<file path="config.mk">
export PLATFORM = sky130hd
export DESIGN_NAME = xpc_host_flat
export DESIGN_NICKNAME = d
export VERILOG_FILES = /design/src/pkg/xpc_pkg.sv /design/src/pkg/xpc_link_if.sv /design/src/hw/xpc_sync.sv /design/src/hw/xpc_host.sv /design/src/flat_wrapper.sv
export VERILOG_INCLUDE_DIRS = /design/src /design/src/pkg
export SDC_FILE = /design/constraint.sdc
export NUM_CORES = 1
export LEC_CHECK = 0
export BUFFER_PORTS_ARGS = -buffer_cell sky130_fd_sc_hd__buf_4
export CORE_ASPECT_RATIO = 1.5
export CORE_MARGIN = 2
export CORE_UTILIZATION = 58
export CTS_CLUSTER_SIZE = 28
export DETAILED_ROUTE_END_ITERATION = 6
export HOLD_SLACK_MARGIN = 0.12
export PLACE_DENSITY = 0.79
export SYNTH_ARGS = -nofsm -noshare
export SYNTH_HDL_FRONTEND = slang
export SYNTH_HIERARCHICAL = 1
export SYNTH_SLANG_ARGS = --single-unit
</file>
<file path="constraint.sdc">
create_clock -name clk_sys_i -period 2.6 [get_ports clk_sys_i]
set_input_delay 0.39 -clock clk_sys_i [delete_from_list [all_inputs] [get_ports clk_sys_i]]
set_output_delay 0.39 -clock clk_sys_i [all_outputs]
set_load 0.01 [all_outputs]
</file>
<file path="src/pkg/xpc_cfg.svh">
// Constants of the crosspoint serial configuration link
`ifndef XPC_CFG_SVH
`define XPC_CFG_SVH
// ----------------------------------------------------------------
// Matrix geometry
// ----------------------------------------------------------------
`define XPC_NOUT 4
`define XPC_SELW 3
`define XPC_FIELD_BITS 4
`define XPC_FRAME_BITS 16
`define XPC_FLD_OFF_BIT 3
// ----------------------------------------------------------------
// Addressed word layout, bit 0 first on the wire
// ----------------------------------------------------------------
`define XPC_AWORD_BITS 6
`define XPC_AW_OUT_LSB 0
`define XPC_AW_OUT_W 2
`define XPC_AW_SEL_LSB 2
`define XPC_AW_OFF_BIT 5
// ----------------------------------------------------------------
// Reset and broadcast values of a matrix entry
// ----------------------------------------------------------------
`define XPC_SEL_RST 3'h0
`define XPC_OFF_RST 1'b1
`define XPC_SEL_BCAST 3'h0
`define XPC_OFF_BCAST 1'b0
// ----------------------------------------------------------------
// Controller timing in system clock cycles
// ----------------------------------------------------------------
`define XPC_SCLK_HALF 6
`define XPC_CFG_CYCLES 4
// ----------------------------------------------------------------
// Controller register map (byte addresses) and control bits
// ----------------------------------------------------------------
`define XPC_REG_CTRL 4'h0
`define XPC_REG_DATA 4'h4
`define XPC_REG_STAT 4'h8
`define XPC_REG_RX 4'hc
`define XPC_CTRL_GO 0
`define XPC_CTRL_MODE 1
`define XPC_CTRL_RST 2
`define XPC_CTRL_BCAST 3
`define XPC_CTRL_AUTO 4
`define XPC_CTRL_CFG 5
`define XPC_CTRL_RESET 6'h04
`endif

</file>
<file path="src/pkg/xpc_pkg.sv">
// Types shared by both ends of the crosspoint configuration link
`include "xpc_cfg.svh"
package xpc_pkg;
  typedef logic [`XPC_SELW-1:0] xpc_sel_t;
  typedef struct packed {
    logic off;
    xpc_sel_t sel;
  } xpc_field_t;
  typedef enum logic [1:0] {
    XPC_IDLE = 2'b00,
    XPC_LEAD = 2'b01,
    XPC_SHIFT = 2'b11,
    XPC_CONF = 2'b10
  } xpc_state_t;
endpackage

</file>
<file path="src/pkg/xpc_link_if.sv">
// Serial control pins between controller and crosspoint
`timescale 1ns/10ps
`default_nettype none
interface xpc_link_if;
  logic sclk;
  logic cs_n;
  logic sdi;
  logic sdo;
  logic cfg;
  logic mode;
  logic rst;
  logic broadcast_pin;
  modport host (
    output sclk, cs_n, sdi, cfg, mode, rst, broadcast_pin,
    input sdo
  );
  modport dev (
    input sclk, cs_n, sdi, cfg, mode, rst, broadcast_pin,
    output sdo
  );
endinterface
`default_nettype wire

</file>
<file path="src/hw/xpc_sync.sv">
// Two flip-flop level synchroniser
`timescale 1ns/10ps
`default_nettype none
module xpc_sync #(
  parameter int WIDTH = 1
) (
  input wire logic clk_i,
  input wire logic rst_i,
  input wire logic [WIDTH-1:0] d_i,
  output logic [WIDTH-1:0] q_o
);
  logic [WIDTH-1:0] meta_q;
  logic [WIDTH-1:0] sync_q;

  always_ff @(posedge clk_i) begin
    if (rst_i) begin
      meta_q <= '0;
      sync_q <= '0;
    end else begin
      meta_q <= d_i;
      sync_q <= meta_q;
    end
  end

  assign q_o = sync_q;
endmodule
`default_nettype wire

</file>
<file path="src/hw/xpc_host.sv">
// Controller end: Avalon-MM registers driving the serial pins
//
// Our own choices: the Avalon-MM interface to the registers and the register addresses.
`timescale 1ns/10ps
`default_nettype none
`include "xpc_cfg.svh"
module xpc_host
  import xpc_pkg::*;
#(
  parameter int NDEV = 1,
  parameter int HALF = `XPC_SCLK_HALF,
  parameter int CFG_CYC = `XPC_CFG_CYCLES
) (
  input wire logic clk_sys_i,
  input wire logic sys_rst_i,
  input wire logic [3:0] avs_address_i,
  input wire logic avs_read_i,
  input wire logic avs_write_i,
  input wire logic [31:0] avs_writedata_i,
  output logic [31:0] avs_readdata_o,
  output logic avs_waitrequest_o,
  xpc_link_if.host link
);

  // ----------------------------------------------------------------
  // Avalon slave
  // ----------------------------------------------------------------
  logic wait_q;
  logic [31:0] rdata_q;
  logic [5:0] ctrl_q;
  logic [31:0] data_q;
  logic [31:0] rx_q;
  logic go_q;
  logic cfg_req_q;
  logic wr_ev;
  xpc_state_t state_q;

  assign wr_ev = avs_write_i & ~wait_q;

  function automatic logic [31:0] rd_mux(input logic [3:0] a);
    case (a)
      `XPC_REG_CTRL: rd_mux = {26'h0, ctrl_q};
      `XPC_REG_DATA: rd_mux = data_q;
      `XPC_REG_STAT: rd_mux = {31'h0,
        (state_q != XPC_IDLE) | go_q | cfg_req_q};
      `XPC_REG_RX: rd_mux = rx_q;
      default: rd_mux = 32'h0;
    endcase
  endfunction

  // One wait cycle for every access
  always_ff @(posedge clk_sys_i) begin
    if (sys_rst_i) begin
      wait_q <= 1'b1;
      rdata_q <= 32'h0;
    end else begin
      wait_q <= ~((avs_read_i | avs_write_i) & wait_q);
      if (avs_read_i && wait_q) begin
        rdata_q <= rd_mux(avs_address_i);
      end
    end
  end

  always_ff @(posedge clk_sys_i) begin
    if (sys_rst_i) begin
      ctrl_q <= `XPC_CTRL_RESET;
      data_q <= 32'h0;
    end else if (wr_ev && avs_address_i == `XPC_REG_CTRL) begin
      ctrl_q <= avs_writedata_i[5:0] & 6'h1e;
    end else if (wr_ev && avs_address_i == `XPC_REG_DATA) begin
      data_q <= avs_writedata_i;
    end
  end

  assign avs_readdata_o = rdata_q;
  assign avs_waitrequest_o = wait_q;

  // ----------------------------------------------------------------
  // Serial clock divider, free running
  // ----------------------------------------------------------------
  logic [7:0] div_q;
  logic sclk_q;
  logic tick;
  logic rise_ev;
  logic fall_ev;

  assign tick = div_q == 8'(HALF - 1);
  assign rise_ev = tick & ~sclk_q;
  assign fall_ev = tick & sclk_q;

  always_ff @(posedge clk_sys_i) begin
    if (sys_rst_i) begin
      div_q <= 8'h0;
      sclk_q <= 1'b0;
    end else if (tick) begin
      div_q <= 8'h0;
      sclk_q <= ~sclk_q;
    end else begin
      div_q <= div_q + 8'h1;
    end
  end

  // ----------------------------------------------------------------
  // Transfer sequencer
  // ----------------------------------------------------------------
  logic sdo_s;
  logic cs_n_q;
  logic sdi_q;
  logic cfg_q;
  logic [31:0] sh_q;
  logic [5:0] cnt_q;
  logic [7:0] ccnt_q;
  logic [5:0] len;
  logic cs_up_q;

  xpc_sync #(
    .WIDTH(1)
  ) u_sdo_sync (
    .clk_i(clk_sys_i),
    .rst_i(sys_rst_i),
    .d_i(link.sdo),
    .q_o(sdo_s)
  );

  assign len = ctrl_q[`XPC_CTRL_MODE] ? 6'(`XPC_AWORD_BITS)
    : 6'(`XPC_FRAME_BITS * NDEV);

  // Set wins over the clear when both fall in one cycle
  always_ff @(posedge clk_sys_i) begin
    if (sys_rst_i) begin
      go_q <= 1'b0;
      cfg_req_q <= 1'b0;
    end else begin
      if (wr_ev && avs_address_i == `XPC_REG_CTRL
          && avs_writedata_i[`XPC_CTRL_GO]) begin
        go_q <= 1'b1;
      end else if (state_q == XPC_IDLE && fall_ev) begin
        go_q <= 1'b0;
      end
      if (wr_ev && avs_address_i == `XPC_REG_CTRL
          && avs_writedata_i[`XPC_CTRL_CFG]) begin
        cfg_req_q <= 1'b1;
      end else if (state_q == XPC_IDLE && !go_q) begin
        cfg_req_q <= 1'b0;
      end
    end
  end

  always_ff @(posedge clk_sys_i) begin
    if (sys_rst_i) begin
      state_q <= XPC_IDLE;
      cs_n_q <= 1'b1;
      sdi_q <= 1'b0;
      cfg_q <= 1'b0;
      sh_q <= 32'h0;
      cnt_q <= 6'h0;
      ccnt_q <= 8'h0;
      rx_q <= 32'h0;
      cs_up_q <= 1'b0;
    end else begin
      // Select rises a cycle after the last fall, never with it
      cs_up_q <= 1'b0;
      if (cs_up_q) begin
        cs_n_q <= 1'b1;
      end
      case (state_q)
        XPC_IDLE: begin
          if (go_q && fall_ev) begin
            cs_n_q <= 1'b0;
            sh_q <= data_q;
            cnt_q <= 6'h0;
            state_q <= XPC_LEAD;
          end else if (cfg_req_q && !go_q) begin
            ccnt_q <= 8'h0;
            state_q <= XPC_CONF;
          end
        end
        XPC_LEAD: begin
          if (rise_ev) begin
            sdi_q <= sh_q[0];
            sh_q <= {1'b0, sh_q[31:1]};
            state_q <= XPC_SHIFT;
          end
        end
        XPC_SHIFT: begin
          if (fall_ev) begin
            rx_q <= {sdo_s, rx_q[31:1]};
            cnt_q <= cnt_q + 6'h1;
            if (cnt_q + 6'h1 == len) begin
              cs_up_q <= 1'b1;
              ccnt_q <= 8'h0;
              state_q <= ctrl_q[`XPC_CTRL_AUTO] ? XPC_CONF : XPC_IDLE;
            end
          end else if (rise_ev) begin
            sdi_q <= sh_q[0];
            sh_q <= {1'b0, sh_q[31:1]};
          end
        end
        XPC_CONF: begin
          cfg_q <= 1'b1;
          ccnt_q <= ccnt_q + 8'h1;
          if (ccnt_q == 8'(CFG_CYC)) begin
            cfg_q <= 1'b0;
            state_q <= XPC_IDLE;
          end
        end
        default: state_q <= XPC_IDLE;
      endcase
    end
  end

  // ----------------------------------------------------------------
  // Pins
  // ----------------------------------------------------------------
  assign link.sclk = sclk_q;
  assign link.cs_n = cs_n_q;
  assign link.sdi = sdi_q;
  assign link.cfg = cfg_q;
  assign link.mode = ctrl_q[`XPC_CTRL_MODE];
  assign link.rst = ctrl_q[`XPC_CTRL_RST];
  assign link.broadcast_pin = ctrl_q[`XPC_CTRL_BCAST];
endmodule
`default_nettype wire

</file>
<file path="src/flat_wrapper.sv">
// flat-port wrapper written by rule: the top's interface ports become plain ports
module xpc_host_flat import xpc_pkg::*;
#(
  parameter int NDEV = 1,
  parameter int HALF = `XPC_SCLK_HALF,
  parameter int CFG_CYC = `XPC_CFG_CYCLES
)
  (clk_sys_i, sys_rst_i, avs_address_i, avs_read_i, avs_write_i, avs_writedata_i, avs_readdata_o, avs_waitrequest_o, link_sclk, link_cs_n, link_sdi, link_cfg, link_mode, link_rst, link_broadcast_pin, link_sdo);
  xpc_link_if link_i ();
  input wire logic clk_sys_i;
  input wire logic sys_rst_i;
  input wire logic [3:0] avs_address_i;
  input wire logic avs_read_i;
  input wire logic avs_write_i;
  input wire logic [31:0] avs_writedata_i;
  output logic [31:0] avs_readdata_o;
  output logic avs_waitrequest_o;
  output wire logic [$bits(link_i.sclk)-1:0] link_sclk;
  output wire logic [$bits(link_i.cs_n)-1:0] link_cs_n;
  output wire logic [$bits(link_i.sdi)-1:0] link_sdi;
  output wire logic [$bits(link_i.cfg)-1:0] link_cfg;
  output wire logic [$bits(link_i.mode)-1:0] link_mode;
  output wire logic [$bits(link_i.rst)-1:0] link_rst;
  output wire logic [$bits(link_i.broadcast_pin)-1:0] link_broadcast_pin;
  input wire logic [$bits(link_i.sdo)-1:0] link_sdo;
  assign link_sclk = link_i.sclk;
  assign link_cs_n = link_i.cs_n;
  assign link_sdi = link_i.sdi;
  assign link_cfg = link_i.cfg;
  assign link_mode = link_i.mode;
  assign link_rst = link_i.rst;
  assign link_broadcast_pin = link_i.broadcast_pin;
  assign link_i.sdo = link_sdo;
  xpc_host #(.NDEV(NDEV), .HALF(HALF), .CFG_CYC(CFG_CYC)) u_core (.clk_sys_i(clk_sys_i), .sys_rst_i(sys_rst_i), .avs_address_i(avs_address_i), .avs_read_i(avs_read_i), .avs_write_i(avs_write_i), .avs_writedata_i(avs_writedata_i), .avs_readdata_o(avs_readdata_o), .avs_waitrequest_o(avs_waitrequest_o), .link(link_i));
endmodule
</file>
==> impl_metrics.csv <==
group,metric,value,unit
run_status,status,"completed",
synth,synth_edf_count,0,
routing,drt-pass1-iter-count,6,
flow_run,maxCapViolCount,0,
routing,first_iter_violations,385,
synth,avgSynthCellArea,8.68,um^2
sta,grt_setup_unrepaired,"no",
sta,fin_skew,0.0133,ns
clock_network,numCtsBuffers,17,
critical_path,crit_buf_inv,1,
placed_design,io_buffers,80,
clock_network,cts_resized,0,
synth,yosysWarnings,6,
synth,synth_cells,811,
routing,via_per_inst,5.96,
placed_design,dp_cells,994,
sta,whs,0.185,ns
synth,yosysTopAreaCellShare,47.2,%
floorplan,start_util,59.2,%
synth,synth_flop_cell,"dfxtp_1",
sta,hold_violations,0,
routing,ant_nets,0,
finish,antenna_cells,0,
clock_network,cts_hold_buffers,0,
sta,finalCritPeriodShare,88.3,%
sta,tightest_slew,0.577,ns
finish,final_nets,906,
grt,grt_pass1_wl,27200,um
critical_path,arrival,2.64,ns
routing,drc_errors,0,
clock_network,cts.path.max_buffers,2,
floorplan,dieArea,13000,um^2
clock_network,root_buffer,"clkbuf_16",
critical_path,worstPathRequired,2.94,ns
floorplan,io_pins,81,
floorplan,num_rows,49,
critical_path,crit_chain,"ha_1, nor3b_1, nand3_1, nor2_2, buf_4, nand2_1, a21oi_1",
critical_path,criticalPathCategory,"reg -> reg",
clock_network,htreeDepth,4,
critical_path,worst_path_largest_cell_delay,0.48,ns
clock_network,clk_latency,0.42,ns
pwr,p_leak,2.86,nW
synth,yosys_register_bits,166,
floorplan,die_w,93.9,um
critical_path,critical-path-top-delay-family,"simple AND/OR/NAND/NOR gates",
finish,multi_input_area,3390,um^2
sta,report.final.slew_viol_count,0,
synth,syn_nets,857,
grt,grt_pass1_vias,5853,
floorplan,core-area,11900,um^2
synth,synth_top_area_cell,"dfxtp_1",
critical_path,crit_slowest_cell,"nor3b_1",
critical_path,crit_fanout,18,
grt,antenna_found_initial,0,
grt,track_usage,26.0,%
synth,synthesis.area,7040,um^2
floorplan,die_h,139,um
sta,clock.fmax,435,MHz
critical_path,cp-end-kind,"flop",
placed_design,gp_congestion,0.815,
sta,fin_crit,2.30,ns
routing,wl_per_cell,16.5,um
finish,seq_area,3320,um^2
critical_path,startpoint_type,"flop",
clock_network,clock_sinks,166,
routing,drt-total-wl,16900,um
synth,ys_async_sr_fraction,0,%
pwr,power_density,646,nW/um^2
sta,final.setup.tns,0,ns
finish,drive_above_1_share,19.0,%
sta,max_slew_margin,61.1,%
finish,stdcell_count,1026,
finish,area_growth,17.2,%
synth,seq_area_frac_synth,47.2,%
grt,grt_max_degree,117,
synth,synth.distinct_cells,54,
grt,grt_overflow,0,
clock_network,cts_setup_buffers,0,
sta,setup_viol,0,
finish,nFillCells,906,
pwr,ir_worst_vdd,0.000590,V
clock_network,cts_tree,"yes",
worst_hold_path,min_path_type,"in -> reg",
clock_network,path_clk_slew,0.06,ns
synth,synth_area_leaders,"dfxtp_1 47%, nand2_1 8.3%, a21oi_1 5.8%, a211oi_2 5.2%, mux2i_1 5.1%",
routing,vias,6112,
placed_design,dpl.hpwl,11000,um
-- layout by cell type, fill, tap and decap left out, types with 7 or more instances in the layout --
master     synthesis  final
dfxtp_1          166    165
nand2_1          156    156
buf_4              8     93
nor2_1            89     87
a21oi_1           82     82
mux2i_1           36     36
nor3_1            29     29
a211oi_2          29     29
a221oi_1          28     28
clkbuf_16          0     17
nand3_1           17     17
inv_1              7      7
and3_1             7      7
a22oi_1            7      7
o21ai_0            7      7
-- registers in the layout (all words and copies together) (netlist names) --
name,cells
u_core/avs_readdata_o,32
u_core/avs_waitrequest_o,1
u_core/ccnt_q,8
u_core/cfg_req_q,1
u_core/cnt_q,6
u_core/cs_up_q,1
u_core/ctrl_q,4
u_core/data_q,32
u_core/div_q,8
u_core/go_q,1
u_core/link.cfg,1
u_core/link.cs_n,1
u_core/link.sclk,1
u_core/link.sdi,1
u_core/rx_q,32
u_core/sh_q,32
u_core/state_q,2
u_core/u_sdo_sync/meta_q,1
u_core/u_sdo_sync/q_o,1
-- metrics by stage --
step	instance area (um^2)	total power, mW	util (%)	setup slack, ns
after CTS	8250	5.36	69.4	0.316
after global placement	7670	2.96	64.5	0.443
final	8250	5.33	69.4	0.303
after floorplan	7040	2.83	-	0.712
after detailed placement	7670	2.97	64.5	0.391
after global routing	8250	5.51	69.4	0.176
-- synth_stat cells (8+ instances only) --
| cell type | count |
|---|---|
| a221oi_1 | 28 |
| a21oi_1 | 82 |
| a211oi_2 | 29 |
| nand2_1 | 156 |
| clkbuf_1 | 41 |
| buf_2 | 11 |
| dfxtp_1 | 166 |
| mux2i_1 | 36 |
| nor2_1 | 89 |
| nor3_1 | 29 |
| buf_4 | 8 |
| nand3_1 | 17 |
-- worst register-to-register path, stage by stage, from the launching register on --
cell and delay, ns:
dfxtp_1 0.40, ha_1 0.18, nor3b_1 0.48, nand3_1 0.23
nor2_2 0.36, buf_4 0.32, nand2_1 0.10, a21oi_1 0.17
-- final timing paths --
kind / to / slack, ns / startpoint / cells after the start
worst max register to register: u_core/rx_q[9]$_SDFFE_PP0P_ / 0.30 / u_core/div_q[0]$_SDFF_PP0_ / 7
worst min register to register: u_core/u_sdo_sync/q_o$_SDFF_PP0_ / 0.46 / u_core/u_sdo_sync/meta_q$_SDFF_PP0_ / 1
worst max-delay path: u_core/rx_q[9]$_SDFFE_PP0P_ / 0.30 / u_core/div_q[0]$_SDFF_PP0_ / 7
worst min-delay path: u_core/avs_waitrequest_o$_SDFF_PP1_ / 0.19 / avs_read_i / 2
-- cells by family after synthesis --
group / count (synthesis) / share of synthesized area (%)
AO/OA/AOI/OAI: 191 / 20.1
XOR/XNOR: 11 / 1.37
buffers and inverters: 72 / 4.78
flip-flops: 166 / 47.2
AND/OR/NAND/NOR: 330 / 20.5
multiplexers: 36 / 5.12
adder cells (fa/ha/maj): 5 / 0.889
-- report_power, final --
part	switching [mW]	internal, mW	total [mW]
combinational	0.173	0.132	0.305
clock	0.995	1.42	2.42
sequential	0.0272	2.58	2.61
total	1.20	4.14	5.33
-- routing by layer --
| layer | track usage (%) | vias up | part of all wire, % | routed length, um |
|---|---|---|---|---|
| met5 | 0 | - | 0 | 0 |
| met4 | 12.1 | 0 | 2.2 | 369 |
| met3 | 4.95 | 33 | 5.3 | 905 |
| met2 | 45.6 | 208 | 53 | 8890 |
| met1 | 30.0 | 2922 | 40 | 6750 |
| li1 | - | 2949 | - | - |
-- cell type report --
type	count	share of cell area [%]
multi-input cells	573	41.1
flip-flops and latches	166	40.3
repair buffers	95	8.95
clock buffers	22	5.87
well taps	153	2.32
clock inverters	10	1.18
inverters	7	0.318
Note: power is estimated with default switching activity, not from simulation.
